--- config.mk ---
export PLATFORM = sky130hd
export DESIGN_NAME = fcp_ctrl
export DESIGN_NICKNAME = d
export VERILOG_FILES = /design/src/include/fcp_pkg.sv /design/src/hw/fcp_ctrl.sv /design/src/hw/fcp_pin_sync.sv
export VERILOG_INCLUDE_DIRS = /design/src /design/src/include
export SDC_FILE = /design/constraint.sdc
export NUM_CORES = 1
export LEC_CHECK = 0
export BUFFER_PORTS_ARGS = -buffer_cell sky130_fd_sc_hd__buf_2
export CAP_MARGIN = 30
export CORE_MARGIN = 2
export CORE_UTILIZATION = 39
export DETAILED_ROUTE_END_ITERATION = 10
export GPL_ROUTABILITY_DRIVEN = 1
export PLACE_DENSITY = 0.77
export SLEW_MARGIN = 0
export SYNTH_ARGS = -nofsm -noshare
export SYNTH_HDL_FRONTEND = slang
export SYNTH_SLANG_ARGS = --single-unit
--- constraint.sdc ---
create_clock -name clk_i -period 2 [get_ports clk_i]
set_input_delay 0.3 -clock clk_i [delete_from_list [all_inputs] [get_ports clk_i]]
set_output_delay 0.3 -clock clk_i [all_outputs]
set_load 0.01 [all_outputs]
--- src/include/fcp_defs.svh ---
/*
  Offsets, field positions, reset values and timing figures of the flash control pin controller.
  Assumes a 100 MHz clock and a bus with byte addresses.
*/
`ifndef FCP_DEFS_SVH
`define FCP_DEFS_SVH

`define FCP_CLK_PERIOD_NS            10
`define FCP_RESET_LOW_MIN_NS         500
`define FCP_RESET_RECOVERY_NS        50
`define FCP_BUSY_RELEASE_RECOVERY_NS 20
`define FCP_MIN_CYC(ns) ((((ns) + `FCP_CLK_PERIOD_NS - 1) / `FCP_CLK_PERIOD_NS) < 1 ? 1 : \
  (((ns) + `FCP_CLK_PERIOD_NS - 1) / `FCP_CLK_PERIOD_NS))

`define FCP_ADR_CTRL   4'h0
`define FCP_ADR_STATUS 4'h4

`define FCP_CTRL_RST_REQ   0
`define FCP_CTRL_PROT_LSB  1
`define FCP_CTRL_PROT_MSB  2
`define FCP_CTRL_WIDE      3

`define FCP_STAT_BUSY      0
`define FCP_STAT_READY     1
`define FCP_STAT_IN_RESET  2
`define FCP_STAT_PROT_LSB  3
`define FCP_STAT_PROT_MSB  4
`define FCP_STAT_REFUSED   5

`define FCP_RST_WIDE       1'h1

`endif

--- src/include/fcp_pkg.sv ---
/*
  Types of the flash control pin controller.
  Assumes nothing beyond a SystemVerilog compiler.
*/
`default_nettype none
package fcp_pkg;
  typedef enum logic [1:0] {
    FCP_PROT_LOW   = 2'h0,
    FCP_PROT_HIGH  = 2'h1,
    FCP_PROT_ACCEL = 2'h2
  } fcp_prot_e;

  typedef enum logic [1:0] {
    FCP_ST_RESET_LOW  = 2'h0,
    FCP_ST_RECOVER    = 2'h1,
    FCP_ST_WAIT_READY = 2'h2,
    FCP_ST_READY      = 2'h3
  } fcp_state_e;
endpackage
`default_nettype wire

--- src/hw/fcp_ctrl.sv ---
/*
  Host-side controller for the control pins of a parallel flash: hard reset, protect level, bus width,
  and the shared busy line, steered through two Wishbone classic registers.
  Assumes a level detector beside the flash turns the protect level code into the three pin voltages.
*/
// Chosen here: the Wishbone register port and the placing of the registers.
`include "fcp_defs.svh"
`default_nettype none
module fcp_ctrl
  import fcp_pkg::*;
(
  input  wire logic        clk_i,
  input  wire logic        rst_i,
  input  wire logic        wb_cyc_i,
  input  wire logic        wb_stb_i,
  input  wire logic        wb_we_i,
  input  wire logic [3:0]  wb_adr_i,
  input  wire logic [3:0]  wb_sel_i,
  input  wire logic [31:0] wb_dat_i,
  output var  logic [31:0] wb_dat_o,
  output var  logic        wb_ack_o,
  input  wire logic        busy_open_drain_out_i,
  output var  logic        hard_reset_pin_n_o,
  output var  logic [1:0]  accel_voltage_level_o,
  output var  logic        width_select_o,
  output var  logic        device_ready_o
);
  localparam int RST_LOW_CYC = `FCP_MIN_CYC(`FCP_RESET_LOW_MIN_NS);
  localparam int REC_A_CYC   = `FCP_MIN_CYC(`FCP_RESET_RECOVERY_NS);
  localparam int REC_B_CYC   = `FCP_MIN_CYC(`FCP_BUSY_RELEASE_RECOVERY_NS);
  localparam int REC_CYC     = (REC_A_CYC > REC_B_CYC) ? REC_A_CYC : REC_B_CYC;
  localparam int CW          = 16;

  fcp_state_e      state_r;
  fcp_state_e      state_nxt;
  logic [CW-1:0]   cnt_r;
  logic [CW-1:0]   cnt_nxt;
  fcp_prot_e       prot_req_r;
  fcp_prot_e       prot_r;
  fcp_prot_e       prot_nxt;
  logic            wide_r;
  logic            refused_r;
  logic            refused_nxt;
  logic            ack_r;
  logic [31:0]     dat_r;
  logic            pin_n_r;
  logic            ready_r;
  logic            line_level;

  fcp_pin_sync u_busy_sync
  (
    .clk_i   (clk_i),
    .rst_i   (rst_i),
    .pin_i   (busy_open_drain_out_i),
    .level_o (line_level)
  );

  wire        line_busy  = ~line_level;
  wire        wb_req     = wb_cyc_i & wb_stb_i;
  wire        ack_nxt    = wb_req & ~ack_r;
  wire        wr_go      = wb_req & wb_we_i & ack_r & wb_sel_i[0];
  wire        hit_ctrl   = wb_adr_i == `FCP_ADR_CTRL;
  wire        hit_stat   = wb_adr_i == `FCP_ADR_STATUS;
  wire        wr_ctrl    = wr_go & hit_ctrl;
  wire        wr_stat    = wr_go & hit_stat;
  wire [1:0]  wr_prot    = wb_dat_i[`FCP_CTRL_PROT_MSB:`FCP_CTRL_PROT_LSB];
  wire        rst_req    = wr_ctrl & wb_dat_i[`FCP_CTRL_RST_REQ];
  wire        in_read    = (state_r == FCP_ST_READY) & ~line_busy;
  wire        refuse     = wr_ctrl & (wr_prot == FCP_PROT_ACCEL) & ~in_read;
  wire        cnt_end_rl = cnt_r == CW'(RST_LOW_CYC - 1);
  wire        cnt_end_rc = cnt_r == CW'(REC_CYC - 1);
  wire [31:0] stat_word  = {26'h0, refused_r, prot_r, pin_n_r == 1'h0, ready_r, line_busy};
  wire [31:0] ctrl_word  = {28'h0, wide_r, prot_req_r, 1'h0};
  wire [31:0] rd_mux     = hit_ctrl ? ctrl_word : (hit_stat ? stat_word : 32'h0);

  always_comb
  begin
    state_nxt = state_r;
    cnt_nxt   = cnt_r + CW'(1);
    case (state_r)
      FCP_ST_RESET_LOW:
      begin
        if (cnt_end_rl)
        begin
          state_nxt = FCP_ST_RECOVER;
          cnt_nxt   = '0;
        end
      end
      FCP_ST_RECOVER:
      begin
        if (cnt_end_rc)
          state_nxt = FCP_ST_WAIT_READY;
      end
      FCP_ST_WAIT_READY:
      begin
        cnt_nxt = cnt_r;
        if (!line_busy)
          state_nxt = FCP_ST_READY;
      end
      FCP_ST_READY:
        cnt_nxt = cnt_r;
      default:
        state_nxt = FCP_ST_RESET_LOW;
    endcase
    if (rst_req)
    begin
      state_nxt = FCP_ST_RESET_LOW;
      cnt_nxt   = '0;
    end
  end

  always_comb
  begin
    prot_nxt = prot_r;
    if (prot_req_r != FCP_PROT_ACCEL)
      prot_nxt = prot_req_r;
    else if (in_read)
      prot_nxt = FCP_PROT_ACCEL;
  end

  assign refused_nxt = refuse | (refused_r & ~(wr_stat & wb_dat_i[`FCP_STAT_REFUSED]));

  always_ff @(posedge clk_i)
  begin
    if (rst_i)
    begin
      state_r    <= FCP_ST_RESET_LOW;
      cnt_r      <= '0;
      prot_req_r <= FCP_PROT_HIGH;
      prot_r     <= FCP_PROT_HIGH;
      wide_r     <= `FCP_RST_WIDE;
      refused_r  <= 1'h0;
      ack_r      <= 1'h0;
      dat_r      <= 32'h0;
      pin_n_r    <= 1'h0;
      ready_r    <= 1'h0;
    end
    else
    begin
      state_r   <= state_nxt;
      cnt_r     <= cnt_nxt;
      prot_r    <= prot_nxt;
      refused_r <= refused_nxt;
      ack_r     <= ack_nxt;
      pin_n_r   <= state_nxt != FCP_ST_RESET_LOW;
      ready_r   <= (state_nxt == FCP_ST_READY) & ~line_busy;
      if (ack_nxt)
        dat_r <= rd_mux;
      if (wr_ctrl)
      begin
        prot_req_r <= (wr_prot == 2'h3) ? FCP_PROT_HIGH : fcp_prot_e'(wr_prot);
        wide_r     <= wb_dat_i[`FCP_CTRL_WIDE];
      end
    end
  end

  assign wb_ack_o              = ack_r;
  assign wb_dat_o              = dat_r;
  assign hard_reset_pin_n_o    = pin_n_r;
  assign accel_voltage_level_o = prot_r;
  assign width_select_o        = wide_r;
  assign device_ready_o        = ready_r;

  logic [CW-1:0] low_len_r;
  logic [CW-1:0] since_rel_r;

  always_ff @(posedge clk_i)
  begin
    if (rst_i)
    begin
      low_len_r   <= '0;
      since_rel_r <= '0;
    end
    else
    begin
      low_len_r   <= pin_n_r ? '0 : low_len_r + CW'(1);
      since_rel_r <= !pin_n_r ? '0 : ((since_rel_r == '1) ? since_rel_r : since_rel_r + CW'(1));
    end
  end

  property p_reset_low_min;
    @(posedge clk_i) disable iff (rst_i)
    $rose(pin_n_r) |-> $past(low_len_r) >= CW'(RST_LOW_CYC - 1);
  endproperty
  a_reset_low_min: assert property (p_reset_low_min) else $error("Reset pulse too short.");

  property p_recovery;
    @(posedge clk_i) disable iff (rst_i)
    $rose(ready_r) |-> since_rel_r >= CW'(REC_CYC);
  endproperty
  a_recovery: assert property (p_recovery) else $error("Ready before recovery elapsed.");

  property p_ready_needs_release;
    @(posedge clk_i) disable iff (rst_i)
    ready_r |-> $past(!line_busy) && pin_n_r;
  endproperty
  a_ready_needs_release: assert property (p_ready_needs_release) else $error("Ready while line busy.");

  property p_accel_from_read;
    @(posedge clk_i) disable iff (rst_i)
    (prot_r == FCP_PROT_ACCEL) && ($past(prot_r) != FCP_PROT_ACCEL) |-> $past(in_read);
  endproperty
  a_accel_from_read: assert property (p_accel_from_read) else $error("Accel level outside read.");

  property p_reset_request;
    @(posedge clk_i) disable iff (rst_i)
    rst_req |=> !pin_n_r [*8];
  endproperty
  a_reset_request: assert property (p_reset_request) else $error("Reset request not applied.");

  property p_leave_accel;
    @(posedge clk_i) disable iff (rst_i)
    wr_ctrl && (wr_prot == FCP_PROT_LOW) |-> ##2 prot_r == FCP_PROT_LOW;
  endproperty
  a_leave_accel: assert property (p_leave_accel) else $error("Low level not applied.");

  property p_width;
    @(posedge clk_i) disable iff (rst_i)
    wr_ctrl |=> width_select_o == $past(wb_dat_i[`FCP_CTRL_WIDE]);
  endproperty
  a_width: assert property (p_width) else $error("Width select not updated.");

  property p_refused_flag;
    @(posedge clk_i) disable iff (rst_i)
    refuse |=> refused_r && (prot_r != FCP_PROT_ACCEL);
  endproperty
  a_refused_flag: assert property (p_refused_flag) else $error("Refusal not flagged.");

  property p_busy_status;
    @(posedge clk_i) disable iff (rst_i)
    ack_nxt && !wb_we_i && hit_stat |=> wb_dat_o[`FCP_STAT_BUSY] == $past(line_busy);
  endproperty
  a_busy_status: assert property (p_busy_status) else $error("Busy status wrong.");

  property p_ack_single;
    @(posedge clk_i) disable iff (rst_i)
    ack_r |=> !ack_r;
  endproperty
  a_ack_single: assert property (p_ack_single) else $error("Ack longer than one cycle.");

  c_reset_done: cover property (@(posedge clk_i) disable iff (rst_i) $rose(ready_r));
  c_accel: cover property (@(posedge clk_i) disable iff (rst_i) $rose(prot_r == FCP_PROT_ACCEL));
  c_refused: cover property (@(posedge clk_i) disable iff (rst_i) refuse);
endmodule // fcp_ctrl
`default_nettype wire

--- src/hw/fcp_pin_sync.sv ---
/*
  Three-stage synchroniser for a pin level; the output changes once the last two stages agree.
  Assumes the pin idles high after reset.
*/
`default_nettype none
module fcp_pin_sync
(
  input  wire logic clk_i,
  input  wire logic rst_i,
  input  wire logic pin_i,
  output var  logic level_o
);
  logic s1_r;
  logic s2_r;
  logic s3_r;
  logic level_r;

  always_ff @(posedge clk_i)
  begin
    if (rst_i)
    begin
      s1_r    <= 1'h1;
      s2_r    <= 1'h1;
      s3_r    <= 1'h1;
      level_r <= 1'h1;
    end
    else
    begin
      s1_r <= pin_i;
      s2_r <= s1_r;
      s3_r <= s2_r;
      if (s2_r == s3_r)
        level_r <= s3_r;
    end
  end

  assign level_o = level_r;
endmodule // fcp_pin_sync
`default_nettype wire

==> results of run 1 <==
==> kinds of logic (layout without fill, tap and decap cells) <==
logic type	after synthesis	after routing	synth area share, %
muxes	1	1	0.553
DFF	37	37	40.9
adders and majority gates	3	3	2.07
buffers and inverters	43	52	14.4
other	1	26	0.207
AOI/OAI and AO/OA	31	31	11.3
xor gates and xnor gates	11	11	5.32
and+or+nand+nor	83	83	25.2
==> cell type report <==
class | count | area share [%]
clock buffers | 6 | 4.06
clock inverters | 2 | 0.677
inverters | 9 | 1.66
multi-input cells | 155 | 44.4
flip-flops and latches | 37 | 36.4
well taps | 52 | 3.20
repair buffers | 35 | 9.60
==> metal layers <==
| metal | vias to the layer above | track usage (%) |
|---|---|---|
| li1 | 733 | - |
| met1 | 666 | 16.6 |
| met2 | 42 | 21.2 |
| met3 | 5 | 2.78 |
| met4 | 0 | 7.55 |
| met5 | - | 0 |
==> sequential cells by signal, summed over array words and instances, names as in the netlist <==
register / cells
wb_ack_o: 1
refused_r: 1
u_busy_sync.s2_r: 1
prot_req_r: 2
wb_dat_o: 6
cnt_r: 16
u_busy_sync.s1_r: 1
accel_voltage_level_o: 2
device_ready_o: 1
u_busy_sync.level_o: 1
hard_reset_pin_n_o: 1
u_busy_sync.s3_r: 1
state_r: 2
width_select_o: 1
==> worst min path at each step <==
| stage | end | slack [ps] | cells past startpoint | from |
|---|---|---|---|---|
| floorplan | u_busy_sync.s2_r$_SDFF_PP1_ | 390 | 1 | u_busy_sync.s1_r$_SDFF_PP1_ |
| global placement | u_busy_sync.s2_r$_SDFF_PP1_ | 390 | 1 | u_busy_sync.s1_r$_SDFF_PP1_ |
| detailed placement | u_busy_sync.s2_r$_SDFF_PP1_ | 400 | 1 | u_busy_sync.s1_r$_SDFF_PP1_ |
| CTS | u_busy_sync.s1_r$_SDFF_PP1_ | 180 | 2 | busy_open_drain_out_i |
| global route | u_busy_sync.s1_r$_SDFF_PP1_ | 190 | 2 | busy_open_drain_out_i |
| finish | u_busy_sync.s1_r$_SDFF_PP1_ | 190 | 2 | busy_open_drain_out_i |
==> layout by cell type, fill, tap and decap left out, types with 2 or more instances in the layout <==
cell type / count
and4_1: 2
a21oi_1: 8
or2_2: 4
nor2_1: 26
or3_1: 2
and4b_1: 2
a211o_1: 2
dfxtp_1: 37
clkbuf_8: 6
a22oi_1: 6
nand2_1: 11
xor2_1: 4
ha_1: 3
buf_4: 8
nand4_1: 5
inv_1: 9
nand3_1: 9
nor2b_1: 3
nor3_1: 4
buf_2: 27
o21ai_0: 8
xnor2_1: 7
nor4_1: 5
conb_1: 26
o21bai_1: 2
==> worst max-delay path: cells and delay by family (launching register included) <==
family	cells	cell delay, ps
and+or+nand+nor	3	1140
AOI/OAI and AO/OA	1	140
DFF	1	440
==> through the flow <==
| step | setup WS, ps | util (%) | power [mW] | std cells |
|---|---|---|---|---|
| final | 230 | 46.1 | 1.39 | 296 |
| after global routing | 105 | 46.1 | 1.45 | 296 |
| after CTS | 218 | 46.1 | 1.41 | 296 |
| after detailed placement | 236 | 43.9 | 0.868 | 288 |
| after global placement | 245 | 43.9 | 0.864 | 288 |
| after floorplan | 231 | - | 0.871 | 235 |
==> power by group through the flow <==
stage	sequential [mW]	clock [mW]	combinational [mW]
detailed placement	0.773	0	0.0959
CTS	0.755	0.556	0.0983
global route	0.757	0.580	0.110
floorplan	0.773	0	0.0983
finish	0.756	0.538	0.0985
global placement	0.772	0	0.0919
==> out/results.ini, run 1 <==
[pwr]
p_seq_share_pct=54.3
p_comb_share_pct=7.1
p_int_mw=1.06
peakVddDrop_mv=0.257
clkPwrFrac_pct=38.7
powerDensity_nw_per_um2=685
switchingPower_uw=332
p_leak_nw=0.875
switching_share_pct=23.8

[global_route]
grt_pass1_vias=1273
grt_pass1_wl_um=5470
grt_use_total_pct=13.3
grt_max_degree=20
overflow=0
antenna_found_initial=0

[timing]
clock.fmax_mhz=565
tns_ps=0
layout_worst_path_cycle_share_pct=88.5
hold_viol=0
fin_worst_hold_slack_ps=190
period_needed_ps=1770
setup_viol=0
slew_violations=0
rsz0062_at_grt=no
fin_skew_ps=8.12

[setup_path]
cp-start-kind=flip-flop
critical_path_class=reg2reg
critPathCaptureType=flip-flop
cp_cell_sequence=nand4b_4 > or4_4 > or4b_1 > a21oi_1
slowest_stage=or4_4
worstPathArrival_ps=2000
crit_end=cnt_r[15]$_SDFFE_PP0N_
cp_max_fo=5
r2r-end=cnt_r[15]$_SDFFE_PP0N_
rr_startpoint=cnt_r[2]$_SDFFE_PP0N_
max_stage_delay_ps=550
cp-startpoint=cnt_r[2]$_SDFFE_PP0N_
r2r_slack_ps=230
reg2regPathDepth=4
required_ps=2230

[logic_synthesis]
synth_area_leaders=dfxtp_1 41%, buf_4 11%, nor2_1 5.4%, xnor2_1 3.4%, nand3_1 2.5%
ys_ff_latch=37
yosysMostFrequentCell=dfxtp_1
synth-edff-count=0
syn_inst=210
syn_avg_cell_area_sq_um=8.62
synth_common_cells=37 x dfxtp_1, 26 x buf_4, 26 x nor2_1, 11 x nand2_1
synth_area_leader_cell=dfxtp_1
syn_area_sq_um=1810
netlist.area_leader.share_pct=40.9
synth.yosys.seq_area_share_pct=40.9
synth_cell_types=41
yosys_warnings=0
synthFlopType=dfxtp_1
ys_async_sr_fraction_pct=0

[floorplan]
die_w_um=72.1
die_h_um=72.1
start_util_pct=41.0
die_area_sq_um=5200
num_io_pins=84
core.rowCount=24
coreArea_sq_um=4410

[clocking]
cts_made_buffers=5
htreeDepth=2
post_cts_buffers=0
ctsHoldBuffers=0
clk_pin_slew_worst_paths_ps=70
cts-root-buf=clkbuf_8
clockBufferDepth=2
cts_resized=0
insertion_delay_ps=290
clock_sinks=37
cts_tree=done

[drt]
drt_pass1_iterations=4
routed_wl_um=3300
wl_met2_um=1600
m1WireLength_um=1470
vias=1446
drc=0
dr.first_iter.drc_count=103
viasPerCell=4.89
ant_nets=0
top_layer_used=met4
wl_met3_um=158
wl_per_cell_um=11.1

[flow_run]
cap_viol_max_count=0

[final_layout]
drive_gt1_share_pct=20.5
n_fill_cell=442
fin_area_sq_um=2030
nets=292
layout-area-overhead-vs-synth_pct=12.4
multiInputGateArea_sq_um=902
ff_latch_area_sq_um=741
n_antenna_cell=0

[placed_design]
hpwl_um=2500
gp_congestion=0.804
place_area_sq_um=1940
io_buffers=27

[min_path]
hp-class=in2reg

[status]
status=complete, no violations

Power figures use the tool's default switching activity.
==> run 2, diff against run 1 <==
--- a/config.mk
+++ b/config.mk
@@ -13,6 +13,7 @@
 export DETAILED_ROUTE_END_ITERATION = 10
 export GPL_ROUTABILITY_DRIVEN = 1
 export PLACE_DENSITY = 0.77
+export REMOVE_ABC_BUFFERS = 1
 export SLEW_MARGIN = 0
 export SYNTH_ARGS = -nofsm -noshare
 export SYNTH_HDL_FRONTEND = slang
==> out/results.ini, run 2 (synthesized netlist as in run 1, its figures left out) <==
[status]
status=complete, no violations  ; unchanged

[clocking]
insertion_delay_ps=290  ; about the same
clockBufferDepth=2  ; unchanged
clk_pin_slew_worst_paths_ps=70  ; about the same
cts_tree=done  ; unchanged
post_cts_buffers=0  ; unchanged
clock_sinks=37  ; unchanged
cts_resized=0  ; unchanged
ctsHoldBuffers=0  ; unchanged
htreeDepth=2  ; unchanged
cts-root-buf=clkbuf_8  ; unchanged
cts_made_buffers=5  ; unchanged

[placed_design]
hpwl_um=2390  ; was 2500 um
dp_cells=288  ; unchanged
gp_congestion=0.817  ; was 0.804
io_buffers=27  ; unchanged

[setup_path]
required_ps=2220  ; was 2230 ps
worstPathArrival_ps=2020  ; was 2000 ps
reg2regPathDepth=4  ; unchanged
max_stage_delay_ps=550  ; about the same
cp-start-kind=flip-flop  ; unchanged
critPathCaptureType=flip-flop  ; unchanged
cp_max_fo=5  ; unchanged
cp_cell_sequence=nand4b_4 > or4_4 > or4b_1 > a21oi_1  ; unchanged
critical_path_class=reg2reg  ; unchanged
slowest_stage=or4_4  ; unchanged
r2r_slack_ps=200  ; was 230 ps

[floorplan]
num_io_pins=84  ; unchanged
coreArea_sq_um=4410  ; unchanged
die_w_um=72.1  ; unchanged
die_h_um=72.1  ; unchanged
core.rowCount=24  ; unchanged
die_area_sq_um=5200  ; unchanged
start_util_pct=41.0  ; unchanged

[final_layout]
drive_gt1_share_pct=19.8  ; was 20.5%
final_cell_mix=37 x dfxtp_1, 27 x buf_2, 26 x nor2_1, 26 x conb_1, 11 x nand2_1  ; unchanged
fin_cells=294  ; was 296
top_register=cnt_r  ; unchanged
nets=292  ; unchanged
n_antenna_cell=0  ; unchanged
largest_register_ffs=16  ; unchanged
layout-area-overhead-vs-synth_pct=11.1  ; was 12.4%
final_common_cell=dfxtp_1  ; unchanged
n_fill_cell=434  ; was 442
final_util_pct=45.5  ; was 46.1%

[pwr]
p_leak_nw=0.863  ; was 0.875 nW
powerDensity_nw_per_um2=657  ; was 685 nW/um^2
peakVddDrop_mv=0.232  ; was 0.257 mV
p_total_mw=1.32  ; was 1.39 mW

[timing]
rsz0062_at_grt=no  ; unchanged
period_needed_ps=1800  ; was 1770 ps
clock.fmax_mhz=555  ; was 565 MHz
tns_ps=0  ; unchanged
hold_viol=0  ; unchanged
fin_worst_hold_slack_ps=194  ; was 190 ps
layout_worst_path_cycle_share_pct=90.1  ; was 88.5%
fin_skew_ps=3.14  ; was 8.12 ps
slew_violations=0  ; unchanged
setup_viol=0  ; unchanged

[global_route]
overflow=0  ; unchanged
grt_use_total_pct=13.5  ; was 13.3%
grt_max_degree=20  ; unchanged
grt_pass1_vias=1296  ; was 1,273
antenna_found_initial=0  ; unchanged
grt_pass1_wl_um=5540  ; was 5470 um

[drt]
ant_nets=0  ; unchanged
wl_per_cell_um=11.1  ; about the same
drt_pass1_iterations=4  ; unchanged
dr.first_iter.drc_count=72  ; was 103
vias=1437  ; was 1,446
viasPerCell=4.89  ; about the same
drc=0  ; unchanged
routed_wl_um=3260  ; was 3300 um

[flow_run]
cap_viol_max_count=0  ; unchanged

[min_path]
hp-class=in2reg  ; unchanged
holdPathStages=2  ; unchanged

## run 2: changes by cell type in the layout (fill, tap and decap cells not counted), sizes merged
cell,before,now
clkbuf,6,5
clkinv,2,1
## run 2: critical path, delay by kind of cell (launching register included)
family | cells | cell delay (ps)
AOI/OAI and AO/OA | 1 | 150
and+or+nand+nor | 3 | 1140
DFF | 1 | 450
## run 2: cell type report
cell class                      instances  area (sq um)  area share (%)
Sequential cell                        37           741            36.8
Timing Repair Buffer                   35           195            9.71
Tap cell                               52          65.1            3.24
Clock buffer                            5          68.8            3.42
Multi-Input combinational cell        155           902            44.9
Inverter                                9          33.8            1.68
Clock inverter                          1          5.00           0.249
## run 2: path summary, 6_finish.rpt
check | to | startpoint
worst min-delay path | u_busy_sync.s1_r$_SDFF_PP1_ | busy_open_drain_out_i
worst max-delay path | cnt_r[15]$_SDFFE_PP0N_ | cnt_r[2]$_SDFFE_PP0N_
worst min register to register | u_busy_sync.s2_r$_SDFF_PP1_ | u_busy_sync.s1_r$_SDFF_PP1_
worst max register to register | cnt_r[15]$_SDFFE_PP0N_ | cnt_r[2]$_SDFFE_PP0N_
## run 2: through the flow
stage,setup slack (ps),area (sq um)
finish,199,2010
floorplan,204,1680
global route,106,2010
detailed placement,228,1940
CTS,199,2010
global placement,246,1940
## run 2: power breakdown
group | internal, mW | switching (mW) | total, mW
Combinational | 0.0351 | 0.0596 | 0.0947
Clock | 0.229 | 0.242 | 0.470
Sequential | 0.746 | 0.00940 | 0.756
## run 2: per-layer routing
layer  global-route usage (%)  wire (um)  vias up
met5                        0          0        -
met4                     7.55         82        0
met3                     3.75        198        6
met2                     22.4       1480       46
met1                     15.8       1500      656
li1                         -          -      729
